--- config.mk ---
export PLATFORM = sky130hd
export DESIGN_NAME = printer_port_spp_registers
export DESIGN_NICKNAME = d
export VERILOG_FILES = /design/src/include/printer_port_pkg.sv /design/src/logic/printer_port_spp_registers.sv /design/src/logic/epp_request_buffer.sv
export VERILOG_INCLUDE_DIRS = /design/src /design/src/include
export SDC_FILE = /design/constraint.sdc
export NUM_CORES = 1
export LEC_CHECK = 0
export BUFFER_PORTS_ARGS = -buffer_cell sky130_fd_sc_hd__buf_4
export CORE_MARGIN = 2
export CORE_UTILIZATION = 52
export CTS_CLUSTER_DIAMETER = 100
export CTS_CLUSTER_SIZE = 20
export DETAILED_ROUTE_END_ITERATION = 10
export PLACE_DENSITY_LB_ADDON = 0.1
export SLEW_MARGIN = 15
export SYNTH_ARGS = -nofsm -noshare
export SYNTH_HDL_FRONTEND = slang
export SYNTH_HIERARCHICAL = 1
export SYNTH_SLANG_ARGS = --single-unit
export TNS_END_PERCENT = 20
--- constraint.sdc ---
create_clock -name clk -period 3.7 [get_ports clk]
set_input_delay 0.74 -clock clk [delete_from_list [all_inputs] [get_ports clk]]
set_output_delay 0.74 -clock clk [all_outputs]
set_load 0.03 [all_outputs]
--- src/include/printer_port_cfg.svh ---
// constants of the printer port register block: offsets, field positions, resets, timing
// assumes an 8-bit host i/o data path and the 100 MHz system clock
`ifndef PRINTER_PORT_CFG_SVH
`define PRINTER_PORT_CFG_SVH

// ----------------------------------------
// register offsets from the port base
// ----------------------------------------
`define PP_OFS_DATA      3'h0
`define PP_OFS_STATUS    3'h1
`define PP_OFS_CONTROL   3'h2
`define PP_OFS_EPP_ADDR  3'h3
`define PP_OFS_EPP_DATA0 3'h4
`define PP_WINDOW_WORDS  16'h0008

// ----------------------------------------
// status field positions
// ----------------------------------------
`define PP_ST_TIMEOUT    0
`define PP_ST_FAULT      3
`define PP_ST_ONLINE     4
`define PP_ST_MEDIA      5
`define PP_ST_ACK        6
`define PP_ST_READY      7

// ----------------------------------------
// control field positions
// ----------------------------------------
`define PP_CT_STROBE     0
`define PP_CT_LINE_FEED  1
`define PP_CT_RESET      2
`define PP_CT_SELECT     3
`define PP_CT_IRQ_EN     4
`define PP_CT_DIR        5

// ----------------------------------------
// reset values and the timed-out read byte
// ----------------------------------------
`define PP_DATA_RESET    8'h00
`define PP_CTRL_RESET    6'h00
`define PP_EPP_RESET     8'h00
`define PP_RD_TIMEOUT    8'hFF

// ----------------------------------------
// timing
// ----------------------------------------
`define PP_CLK_PERIOD_NS 10
`define PP_TIMEOUT_NS    10000
`define PP_TIMEOUT_CYC   (`PP_TIMEOUT_NS / `PP_CLK_PERIOD_NS)

`endif

--- src/include/printer_port_pkg.sv ---
// types shared by the printer port register block
// assumes printer_port_cfg.svh supplies the numeric constants
package printer_port_pkg;

	// ----------------------------------------
	// port operating modes
	// ----------------------------------------
	typedef enum logic [1:0] {
		MODE_PRINTER = 2'b00,
		MODE_BIDIR   = 2'b01,
		MODE_EPP     = 2'b10,
		MODE_ECP     = 2'b11
	} port_mode_t;

	// ----------------------------------------
	// epp cycle engine states
	// ----------------------------------------
	typedef enum logic [1:0] {
		EPP_IDLE     = 2'b00,
		EPP_WAIT_LOW = 2'b01,
		EPP_STROBE   = 2'b10
	} epp_state_t;

endpackage : printer_port_pkg

--- src/logic/printer_port_spp_registers.sv ---
// host-visible register set of a legacy printer parallel port with a small epp engine
// assumes host i/o strobes and printer pins are synchronous to clk
//
// Behaviour
// - write to offset 0 latches data byte; latch drives data pins uninverted
// - data latch clears on reset
// - data offset read returns live data pin levels, not the latch
// - status value captured at read start and held through the read
// - status bit 0 sets on a 10 us epp timeout; reset clears it
// - clear-mode 0: writing 1 to status bit 0 clears timeout flag
// - clear-mode 1: end of status read clears timeout flag
// - status bits 1 and 2 always read zero
// - status bit 3 reflects fault input level
// - status bit 4 reflects online-select input level
// - status bit 5 reflects media-empty input level
// - status bit 6 reflects acknowledge input level
// - status bit 7 is inverted busy input level
// - control bits 0-5 reset; bits 6 and 7 read zero
// - control bit 0 drives strobe pin inverted
// - control bit 1 drives line-feed pin inverted
// - offsets 3-7 answer only in epp mode; 0-2 in every mode
// - data and control read/write; status writable only in epp mode
// - control bit 2 drives printer reset pin uninverted
// - control bit 3 drives select-request pin inverted
// - with bit 4 set, acknowledge rising edge raises interrupt request
// - control bit 5 sets data direction except printer mode always drives
`timescale 1ns/1ps
`include "printer_port_cfg.svh"

module printer_port_spp_registers
	import printer_port_pkg::*;
#(
	parameter int TIMEOUT_CYCLES = `PP_TIMEOUT_CYC
)(
	// clock and reset
	input  wire logic        clk,
	input  wire logic        reset_n,
	// configuration levels
	input  wire logic [15:0] port_base,
	input  wire logic [1:0]  port_mode,
	input  wire logic        timeout_clear_mode,
	// host i/o access
	input  wire logic [15:0] host_addr,
	input  wire logic [7:0]  host_wdata,
	input  wire logic        host_write,
	input  wire logic        host_read,
	output logic             host_ready,
	output logic [7:0]       host_rdata,
	output logic             host_rdata_valid,
	// printer data pins
	input  wire logic [7:0]  printer_data_pins_in,
	output logic [7:0]       printer_data_pins_out,
	output logic             printer_data_pins_oe,
	// printer handshake inputs
	input  wire logic        fault_pin_n,
	input  wire logic        online_status_in,
	input  wire logic        media_empty_in,
	input  wire logic        peripheral_acknowledge_in,
	input  wire logic        peripheral_busy_in,
	// printer control outputs
	output logic             data_pulse_pin_n,
	output logic             line_feed_pin_n,
	output logic             printer_reset_ctl,
	output logic             select_request_pin_n,
	// interrupt request
	output logic             ack_irq
);

	// ----------------------------------------
	// address decode
	// ----------------------------------------
	wire [15:0] addr_delta = host_addr - port_base;
	wire        in_window  = (addr_delta < `PP_WINDOW_WORDS);
	wire [2:0]  offset     = addr_delta[2:0];
	wire        epp_mode   = (port_mode_t'(port_mode) == MODE_EPP);

	function automatic logic offset_live(input logic [2:0] ofs, input logic epp);
		offset_live = (ofs < `PP_OFS_EPP_ADDR) || epp;
	endfunction : offset_live

	wire hit        = in_window && offset_live(offset, epp_mode);
	wire is_data    = hit && (offset == `PP_OFS_DATA);
	wire is_status  = hit && (offset == `PP_OFS_STATUS);
	wire is_control = hit && (offset == `PP_OFS_CONTROL);
	wire is_epp     = hit && (offset >= `PP_OFS_EPP_ADDR);
	wire is_epp_adr = hit && (offset == `PP_OFS_EPP_ADDR);

	// ----------------------------------------
	// handshake synchronisers
	// ----------------------------------------
	localparam int NSYNC = 5;
	wire  [NSYNC-1:0] raw_in = {peripheral_busy_in, peripheral_acknowledge_in,
		media_empty_in, online_status_in, fault_pin_n};
	logic [NSYNC-1:0] sync1_reg;
	logic [NSYNC-1:0] sync2_reg;

	genvar gi;
	generate
		for (gi = 0; gi < NSYNC; gi++)
		begin : g_sync
			always_ff @(posedge clk or negedge reset_n)
			begin
				if (!reset_n)
				begin
					sync1_reg[gi] <= 1'b0;
					sync2_reg[gi] <= 1'b0;
				end
				else
				begin
					sync1_reg[gi] <= raw_in[gi];
					sync2_reg[gi] <= sync1_reg[gi];
				end
			end
		end
	endgenerate

	wire fault_s  = sync2_reg[0];
	wire online_s = sync2_reg[1];
	wire media_s  = sync2_reg[2];
	wire ack_s    = sync2_reg[3];
	wire busy_s   = sync2_reg[4];

	// ----------------------------------------
	// host strobes
	// ----------------------------------------
	logic host_read_d_reg;
	logic read_was_status_reg;
	wire  read_start = host_read && !host_read_d_reg;
	wire  read_end   = !host_read && host_read_d_reg;
	wire  buf_in_ready;
	assign host_ready = is_epp ? buf_in_ready : 1'b1;
	wire  wr_take    = host_write && host_ready;

	// ----------------------------------------
	// data latch and control register
	// ----------------------------------------
	logic [7:0] data_latch_reg;
	logic [5:0] ctrl_reg;
	wire  [7:0] ctrl_view = {2'b00, ctrl_reg};

	always_ff @(posedge clk or negedge reset_n)
	begin
		if (!reset_n)
		begin
			data_latch_reg <= `PP_DATA_RESET;
			ctrl_reg       <= `PP_CTRL_RESET;
		end
		else
		begin
			if (wr_take && is_data)
				data_latch_reg <= host_wdata;
			if (wr_take && is_control)
				ctrl_reg <= host_wdata[5:0];
		end
	end

	// ----------------------------------------
	// timeout flag
	// ----------------------------------------
	logic tmo_flag_reg;
	logic epp_timeout;
	wire  tmo_wclr = wr_take && is_status && epp_mode && !timeout_clear_mode
		&& host_wdata[`PP_ST_TIMEOUT];
	wire  tmo_rclr = read_end && read_was_status_reg && timeout_clear_mode;

	always_ff @(posedge clk or negedge reset_n)
	begin
		if (!reset_n)
			tmo_flag_reg <= 1'b0;
		else if (epp_timeout)
			tmo_flag_reg <= 1'b1;
		else if (tmo_wclr || tmo_rclr)
			tmo_flag_reg <= 1'b0;
	end

	// ----------------------------------------
	// status view
	// ----------------------------------------
	wire [7:0] status_view;
	assign status_view[`PP_ST_TIMEOUT] = tmo_flag_reg;
	assign status_view[2:1]            = 2'b00;
	assign status_view[`PP_ST_FAULT]   = fault_s;
	assign status_view[`PP_ST_ONLINE]  = online_s;
	assign status_view[`PP_ST_MEDIA]   = media_s;
	assign status_view[`PP_ST_ACK]     = ack_s;
	assign status_view[`PP_ST_READY]   = ~busy_s;

	// ----------------------------------------
	// epp request queue
	// ----------------------------------------
	// entry: {read, address cycle, byte}; a stalled engine back-pressures writes
	logic       rd_req_reg;
	logic       rd_req_adr_reg;
	wire        q_wr    = wr_take && is_epp;
	wire        q_rd    = rd_req_reg && !q_wr;
	wire        q_valid = q_wr || q_rd;
	wire [9:0]  q_in    = q_wr ? {1'b0, is_epp_adr, host_wdata}
		: {1'b1, rd_req_adr_reg, `PP_EPP_RESET};
	wire        q_out_valid;
	wire [9:0]  q_out;
	epp_state_t state_reg;
	wire        q_pop   = (state_reg == EPP_IDLE);

	epp_request_buffer #(
		.WIDTH (10)
	) u_queue (
		.clk       (clk),
		.reset_n   (reset_n),
		.in_valid  (q_valid),
		.in_ready  (buf_in_ready),
		.in_data   (q_in),
		.out_valid (q_out_valid),
		.out_ready (q_pop),
		.out_data  (q_out)
	);

	// ----------------------------------------
	// epp cycle engine
	// ----------------------------------------
	// the peripheral's wait line shares the busy pin; low lets a cycle strobe, high ends it
	epp_state_t state_next;
	logic [9:0] cur_reg;
	logic [15:0] tmo_cnt_reg;
	logic [7:0] epp_rdata_reg;
	logic       epp_rd_done_reg;
	wire        cur_read  = cur_reg[9];
	wire        cur_addr  = cur_reg[8];
	wire        tmo_hit   = (tmo_cnt_reg == 16'(TIMEOUT_CYCLES - 1));
	wire        finish_ok = (state_reg == EPP_STROBE) && busy_s;
	assign epp_timeout = (state_reg != EPP_IDLE) && tmo_hit && !finish_ok;

	always_comb
	begin
		state_next = state_reg;
		case (state_reg)
			EPP_IDLE:
				if (q_out_valid)
					state_next = EPP_WAIT_LOW;
			EPP_WAIT_LOW:
				if (epp_timeout)
					state_next = EPP_IDLE;
				else if (!busy_s)
					state_next = EPP_STROBE;
			EPP_STROBE:
				if (finish_ok || epp_timeout)
					state_next = EPP_IDLE;
			default:
				state_next = EPP_IDLE;
		endcase
	end

	always_ff @(posedge clk or negedge reset_n)
	begin
		if (!reset_n)
		begin
			state_reg       <= EPP_IDLE;
			cur_reg         <= '0;
			tmo_cnt_reg     <= '0;
			epp_rdata_reg   <= `PP_EPP_RESET;
			epp_rd_done_reg <= 1'b0;
		end
		else
		begin
			state_reg       <= state_next;
			epp_rd_done_reg <= 1'b0;
			if (state_reg == EPP_IDLE)
				tmo_cnt_reg <= '0;
			else
				tmo_cnt_reg <= tmo_cnt_reg + 16'd1;
			if (q_pop && q_out_valid)
				cur_reg <= q_out;
			if (cur_read && finish_ok)
				epp_rdata_reg <= printer_data_pins_in;
			else if (cur_read && epp_timeout)
				epp_rdata_reg <= `PP_RD_TIMEOUT;
			if (cur_read && (finish_ok || epp_timeout))
				epp_rd_done_reg <= 1'b1;
		end
	end

	// ----------------------------------------
	// host read path
	// ----------------------------------------
	wire [7:0] plain_rdata = is_data    ? printer_data_pins_in
		: is_status  ? status_view
		: is_control ? ctrl_view
		: 8'h00;
	logic rd_wait_reg;

	always_ff @(posedge clk or negedge reset_n)
	begin
		if (!reset_n)
		begin
			host_read_d_reg     <= 1'b0;
			read_was_status_reg <= 1'b0;
			rd_req_reg          <= 1'b0;
			rd_req_adr_reg      <= 1'b0;
			rd_wait_reg         <= 1'b0;
			host_rdata          <= 8'h00;
			host_rdata_valid    <= 1'b0;
		end
		else
		begin
			host_read_d_reg <= host_read;
			if (read_start)
				read_was_status_reg <= is_status;
			if (q_rd && buf_in_ready)
				rd_req_reg <= 1'b0;
			if (read_start && is_epp)
			begin
				rd_req_reg     <= 1'b1;
				rd_req_adr_reg <= is_epp_adr;
				rd_wait_reg    <= 1'b1;
			end
			else if (read_start)
			begin
				// value frozen here so a changing pin cannot tear the read
				host_rdata       <= plain_rdata;
				host_rdata_valid <= 1'b1;
			end
			else if (rd_wait_reg && epp_rd_done_reg)
			begin
				host_rdata       <= epp_rdata_reg;
				host_rdata_valid <= 1'b1;
				rd_wait_reg      <= 1'b0;
			end
			else if (!host_read)
			begin
				host_rdata_valid <= 1'b0;
				rd_wait_reg      <= 1'b0;
			end
		end
	end

	// ----------------------------------------
	// pin drivers
	// ----------------------------------------
	wire epp_busy   = (state_reg != EPP_IDLE);
	wire epp_strobe = (state_reg == EPP_STROBE);
	wire drive_dir  = (port_mode_t'(port_mode) == MODE_PRINTER)
		|| !ctrl_reg[`PP_CT_DIR];
	wire oe_next    = epp_busy ? !cur_read : drive_dir;
	wire [7:0] pins_next = (epp_busy && !cur_read) ? cur_reg[7:0] : data_latch_reg;
	logic ack_d_reg;

	always_ff @(posedge clk or negedge reset_n)
	begin
		if (!reset_n)
		begin
			printer_data_pins_out <= `PP_DATA_RESET;
			printer_data_pins_oe  <= 1'b1;
			data_pulse_pin_n      <= 1'b1;
			line_feed_pin_n       <= 1'b1;
			printer_reset_ctl     <= 1'b0;
			select_request_pin_n  <= 1'b1;
			ack_d_reg             <= 1'b0;
			ack_irq               <= 1'b0;
		end
		else
		begin
			printer_data_pins_out <= pins_next;
			printer_data_pins_oe  <= oe_next;
			// strobe bit overrides the epp write line, as on the real port
			data_pulse_pin_n <= epp_busy ? (cur_read && !ctrl_reg[`PP_CT_STROBE])
				: ~ctrl_reg[`PP_CT_STROBE];
			line_feed_pin_n <= (epp_strobe && !cur_addr) ? 1'b0
				: ~ctrl_reg[`PP_CT_LINE_FEED];
			printer_reset_ctl <= ctrl_reg[`PP_CT_RESET];
			select_request_pin_n <= (epp_strobe && cur_addr) ? 1'b0
				: ~ctrl_reg[`PP_CT_SELECT];
			ack_d_reg <= ack_s;
			ack_irq   <= ctrl_reg[`PP_CT_IRQ_EN] && ack_s && !ack_d_reg;
		end
	end

endmodule : printer_port_spp_registers

--- src/logic/epp_request_buffer.sv ---
// two-entry valid/ready buffer for queued epp cycle requests
// assumes one clock, asynchronous active-low reset
`timescale 1ns/1ps

module epp_request_buffer
	import printer_port_pkg::*;
#(
	parameter int WIDTH = 10
)(
	// clock and reset
	input  wire logic             clk,
	input  wire logic             reset_n,
	// filling side
	input  wire logic             in_valid,
	output logic                  in_ready,
	input  wire logic [WIDTH-1:0] in_data,
	// draining side
	output logic                  out_valid,
	input  wire logic             out_ready,
	output logic [WIDTH-1:0]      out_data
);

	logic [WIDTH-1:0] slot_reg [2];
	logic             rd_ptr_reg;
	logic             wr_ptr_reg;
	logic [1:0]       count_reg;
	wire              push = in_valid && in_ready;
	wire              pop  = out_valid && out_ready;

	assign in_ready  = (count_reg != 2'd2);
	assign out_valid = (count_reg != 2'd0);
	assign out_data  = slot_reg[rd_ptr_reg];

	always_ff @(posedge clk or negedge reset_n)
	begin
		if (!reset_n)
		begin
			rd_ptr_reg <= 1'b0;
			wr_ptr_reg <= 1'b0;
			count_reg  <= 2'd0;
			slot_reg[0] <= '0;
			slot_reg[1] <= '0;
		end
		else
		begin
			if (push)
			begin
				slot_reg[wr_ptr_reg] <= in_data;
				wr_ptr_reg           <= ~wr_ptr_reg;
			end
			if (pop)
				rd_ptr_reg <= ~rd_ptr_reg;
			count_reg <= count_reg + {1'b0, push} - {1'b0, pop};
		end
	end

endmodule : epp_request_buffer

==> results.cfg, run 1 <==
[outcome]
outcome = complete, but fails checks
violations = setup timing

[synth]
synth_top_area_cell = dfrtp_1
yosys_register_bits = 115
netlist.area_leader.share_pct = 44.4
avgSynthCellArea_um2 = 10.6
yosys_warnings = 6
synthCells = 589
post-synth-top-count-cell = dfrtp_1
ys_seq_area_share_pct = 46.0
synth_ff_type = dfrtp_1
synth_nets = 668
ys_top_cells_by_count = dfrtp_1 (111), nor2_1 (47), mux2_2 (37)
synth_cell_types = 74
synth_area_um2 = 6260
synth_area_leaders = dfrtp_1 (44%), mux2_2 (6.7%), mux2_4 (4.8%), ha_1 (3.6%), nor2_1 (2.8%)
synthArstFlopShare_pct = 100
synth_edf_count = 0

[global_routing]
track_usage_pct = 26.6
grt_pass1_wl_um = 26700
overflow = 0
grt_pass1_vias = 5331
grt_max_degree = 72
antenna_found_initial = 0

[placed_design]
hpwl_um = 11700
pre_cts_slack_ps = -776
place.gp.congestion = 0.944
postPlaceCellArea_um2 = 7710
portBuffers = 83

[finish]
area_growth_pct = 37.1
seq_area_um2 = 2880
multiInputGateArea_um2 = 3430
n_antenna_cell = 0
final_area_um2 = 8590
fillers = 831
fin_util_pct = 72.4
fin_nets = 836
largest_reg_flops = 20
drive_above_1_share_pct = 42.6

[clock_tree]
htree_levels = 4
cts_buffers = 17
cts.sinks = 115
root_buffer = clkbuf_16
clk_pin_slew_ps = 50
tritoncts = yes
insertion_delay_ps = 420
clockBufferDepth = 2

[sta]
maxSlewHeadroom_pct = 46.3
fmax_mhz = 247
worstMarginPinSlew_ps = 803
fin_ws_ps = -341
hold_viol_final = 0
period_share_pct = 109
grt_setup_unrepaired = yes
final.min_clock_period_ps = 4040
maxSlewViolCount = 0
timing.final.setup_violations = 41
fin_skew_ps = 7.99

[pwr]
switchingPower_w = 0.00131
ir_drop_mv = 0.556
seq_power_share_pct = 35.9
power.internal_w = 0.00292
leakage_nw = 4.07
swShare_pct = 30.9
cellPowerDensity_nw_per_um2 = 493
pwr-share-comb_pct = 26.2
clock_power_share_pct = 38.0

[die]
dieArea_um2 = 12900
die_h_um = 114
initial_core_util_pct = 52.8
core_um2 = 11900
rows = 40
ios = 84
die_width_um = 114

[critical_path]
rr_worst_depth = 7
reg2reg_slack_ps = 1390
cp_max_fo = 3
start_kind = primary input
worstSetupPathType = primary input to primary output
arrival_ps = 3300
crit_required_ps = 2960
r2r-end = epp_rdata_reg[0]$_DFFE_PN0P_
endpoint_kind = primary output
r2r-start = tmo_cnt_reg[11]$_DFF_PN0_

[drt]
drc_errors = 0
first_pass_iters = 5
ant_nets = 0
vias = 5275
wire_per_inst_um = 18.1
viasPerCell = 5.75
routed_wirelength_um = 16600
first_iter_violations = 286

[run]
maxCapViolCount = 0

[min_path]
hp-class = primary input to asynchronous set/reset pin
## critical path, cell delays in order
cell and delay [ps]:
buf_8 110, inv_12 40, ha_4 110, inv_2 30, fa_2 360, a211oi_4 240
buf_4 170, o21ai_2 60, nand2_1 100, mux2i_2 280, o211ai_1 130, or3_4 400
nor4_2 210, nand2b_1 140, buf_6 160
## cells in the final DEF, fill, tap and decap left out, drive strengths merged, types with 19 or more instances in the layout
cell type  count
nor2          47
dfrtp        111
mux2          63
nand2         30
inv           33
clkbuf        19
o21ai         20
a21oi         23
buf          173
## power by group through the flow
stage,registers [W],clock network (W),logic [W]
6_report,0.00152,0.00161,0.00111
5_1_grt,0.00153,0.00169,0.00121
4_1_cts,0.00151,0.00163,0.00109
3_5_place_dp,0.00153,0,0.00106
3_3_place_gp,0.00152,0,0.00103
2_1_floorplan,0.00152,0,0.000665
## metal layers
layer / share of wire [%] / vias up / global-route usage (%)
li1: - / 2473 / -
met1: 44 / 2635 / 35.2
met2: 50 / 137 / 43.6
met3: 4.7 / 30 / 5.31
met4: 2.1 / 0 / 10.2
met5: 0 / - / 0
## what timing repair did
action                                  in CTS  in global routing
hold endpoints to repair                     0                  0
hold buffers                                 0                  0
setup buffers                                4                  1
resized for setup                           36                 17
pin swaps                                   18                  6
endpoints found under the setup margin      45                 45
cloned                                       1                  0
## worst max path at each step
stage	start	endpoint	slack, ps
after floorplan	host_addr[0]	u_queue/count_reg[1]$_DFF_PN0_	-500
after CTS	host_addr[0]	host_ready	-340
after global routing	host_addr[0]	host_ready	-460
after global placement	host_addr[0]	u_queue/count_reg[1]$_DFF_PN0_	-780
after detailed placement	host_addr[0]	u_queue/count_reg[1]$_DFF_PN0_	-780
final	host_addr[0]	host_ready	-340
## kinds of logic after synthesis
logic type,count (synthesis),synth area share (%)
multiplexers,71,13.8
AND/OR/NAND/NOR,192,16.4
buffers and inverters,55,3.72
adder cells (fa/ha/maj),19,3.92
flip-flops,115,46.0
AO/OA/AOI/OAI,116,13.2
XOR/XNOR,21,2.94
## stage by stage
stage | total power [W] | cells | hold WS [ps] | TNS, ps
2_1_floorplan | 0.00219 | 589 | 331 | -14470
3_3_place_gp | 0.00255 | 879 | 332 | -31740
3_5_place_dp | 0.00259 | 879 | 336 | -31740
4_1_cts | 0.00424 | 916 | 330 | -5720
5_1_grt | 0.00443 | 917 | 355 | -10290
6_report | 0.00423 | 917 | 317 | -6240
## cell type report
| type | count | share of cell area (%) |
|---|---|---|
| clock buffer | 18 | 5.00 |
| multi-input combinational | 419 | 40.0 |
| clock inverter | 14 | 1.81 |
| sequential | 115 | 33.6 |
| tap | 147 | 2.14 |
| timing repair buffer | 174 | 16.1 |
| inverter | 30 | 1.46 |
Note: power is estimated with default switching activity, not from simulation.
==> inputs of run 2 (changes only) <==
--- a/config.mk
+++ b/config.mk
@@ -8,7 +8,8 @@
 export LEC_CHECK = 0
 export BUFFER_PORTS_ARGS = -buffer_cell sky130_fd_sc_hd__buf_4
 export CORE_MARGIN = 2
-export CORE_UTILIZATION = 52
+export CORE_UTILIZATION = 54
+export CTS_BUF_LIST = sky130_fd_sc_hd__clkbuf_8
 export CTS_CLUSTER_DIAMETER = 100
 export CTS_CLUSTER_SIZE = 20
 export DETAILED_ROUTE_END_ITERATION = 10
==> run 2 against run 1 <==
  * The run still ends with setup timing left
  * Cell count decreased by 0.44%
  * Worst hold slack got worse by 4.4 ps
  * Sequential cell count did not move
  * Non-clock buffer count unchanged
  * Via count shrank 1.9%
  * Die area fell by 3.6%
  * Utilization grew 0.63 points
  * Register-to-register slack about the same
  * Clock skew is 5.2 ps higher
  * Cell area shrank 3.3%
  * Global-route usage is 0.070 points lower
  * Critical path depth is the same
  * Critical path type unchanged
  * Largest power group is now sequential cells
==> results.cfg, run 2 (same netlist as run 1, synthesis figures left out) <==
[clock_tree]
clockBufferDepth = 2
insertion_delay_ps = 430
cts_buffers = 17
ctsHoldBuffers = 0
tritoncts = yes
htree_levels = 4
clk_pin_slew_ps = 70
root_buffer = clkbuf_8
cts.sinks = 115

[die]
ios = 84
rows = 39
core_um2 = 11400
dieArea_um2 = 12500
initial_core_util_pct = 55.1
die_h_um = 112
die_width_um = 112

[finish]
largest_reg_flops = 20
area_growth_pct = 32.6
instances_no_fill = 913
layout_commonest_cell = buf_4
n_antenna_cell = 0
drive_above_1_share_pct = 41.4
layout_common_cells = buf_4 (167), dfrtp_1 (111), nor2_1 (46), mux2_2 (34)
fin_nets = 836

[critical_path]
worstSetupPathType = primary input to primary output
start_kind = primary input
arrival_ps = 3300
crit_required_ps = 2960
cp_max_fo = 3
endpoint_kind = primary output

[drt]
drc_errors = 0
ant_nets = 0
first_iter_violations = 258
routed_wirelength_um = 15900
first_pass_iters = 4
vias = 5173
viasPerCell = 5.67
wire_per_inst_um = 17.4

[min_path]
hp-class = primary input to asynchronous set/reset pin

[placed_design]
place.gp.congestion = 0.917
portBuffers = 83
hpwl_um = 11700
dp_cells = 876

[global_routing]
overflow = 0
grt_pass1_wl_um = 26400
track_usage_pct = 26.5
antenna_found_initial = 0
grt_pass1_vias = 5324
grt_max_degree = 71

[sta]
period_share_pct = 109
hold_viol_final = 0
fin_skew_ps = 13.2
grt_setup_unrepaired = yes
fin_ws_ps = -338
final.min_clock_period_ps = 4040
hold_slack_ps = 312
fmax_mhz = 248
worstMarginPinSlew_ps = 824
maxSlewHeadroom_pct = 44.9
maxSlewViolCount = 0
timing.final.setup_violations = 31

[pwr]
leakage_nw = 3.96
cellPowerDensity_nw_per_um2 = 445
ir_drop_mv = 0.384
finalPower_w = 0.00369

[outcome]
violations = setup timing
outcome = complete, but fails checks

[run]
maxCapViolCount = 0
-- run 2: path summary, 6_finish.rpt --
| check | end | start | cells after the start | slack [ps] |
|---|---|---|---|---|
| max | host_ready | host_addr[0] | 15 | -340 |
| min | ack_s$_DFF_PN0_ | reset_n | 1 | 310 |
| max reg2reg | epp_rdata_reg[6]$_DFFE_PN0P_ | tmo_cnt_reg[11]$_DFF_PN0_ | 7 | 1400 |
| min reg2reg | media_s$_DFF_PN0_ | sync1_reg[2]$_DFF_PN0_ | 0 | 350 |
| max in group asynchronous | printer_data_pins_oe$_DFF_PN1_ | reset_n | 2 | 2570 |
| min in group clk | media_s$_DFF_PN0_ | sync1_reg[2]$_DFF_PN0_ | 0 | 350 |
-- run 2: per-stage QoR --
| step | setup TNS, ps | cell area (um2) | util (%) | setup WS (ps) |
|---|---|---|---|---|
| 2_1_floorplan | -14470 | 6360 | - | -504 |
| 4_1_cts | -1370 | 8260 | 72.6 | -304 |
| 3_3_place_gp | -26130 | 7720 | 67.9 | -624 |
| 6_report | -3610 | 8300 | 73.0 | -338 |
| 5_1_grt | -8480 | 8300 | 73.0 | -491 |
| 3_5_place_dp | -29030 | 7720 | 67.9 | -708 |
-- run 2: critical path, cell delays in order --
cell and delay (ps):
buf_8 110, inv_12 40, ha_4 110, inv_2 40
fa_2 360, a211oi_4 270, buf_6 150, o21ai_1 80
nand2_1 110, mux2i_2 280, o211ai_1 120, or3_4 390
nor4_2 210, nand2b_1 140, buf_6 160
-- run 2: area by class of cell --
type | count | area [um2]
clock inverter | 12 | 108
timing repair buffer | 174 | 1360
inverter | 30 | 125
sequential | 115 | 2880
multi-input combinational | 419 | 3370
fill | 832 | 3070
tap | 143 | 179
clock buffer | 20 | 275
-- run 2: metal layers --
layer / global-route usage [%] / vias up / share of wire (%)
met4: 8.07 / 0 / 0.93
met2: 44.4 / 119 / 50
met5: 0 / - / 0
met1: 35.3 / 2576 / 45
li1: - / 2465 / -
met3: 5.12 / 13 / 4.1
-- run 2: power breakdown --
group	internal, W	leakage, nW	switching, W
clock network	0.000582	0.185	0.000525
registers	0.00139	1.51	0.000118
logic	0.000526	2.27	0.000551
-- run 2: repair_timing --
action,CTS,global route
hold endpoints to repair,0,0
gates resized for setup,29,9
gates cloned,0,0
endpoints found under the setup margin,45,44
buffers inserted,4,1
pin swaps,20,8
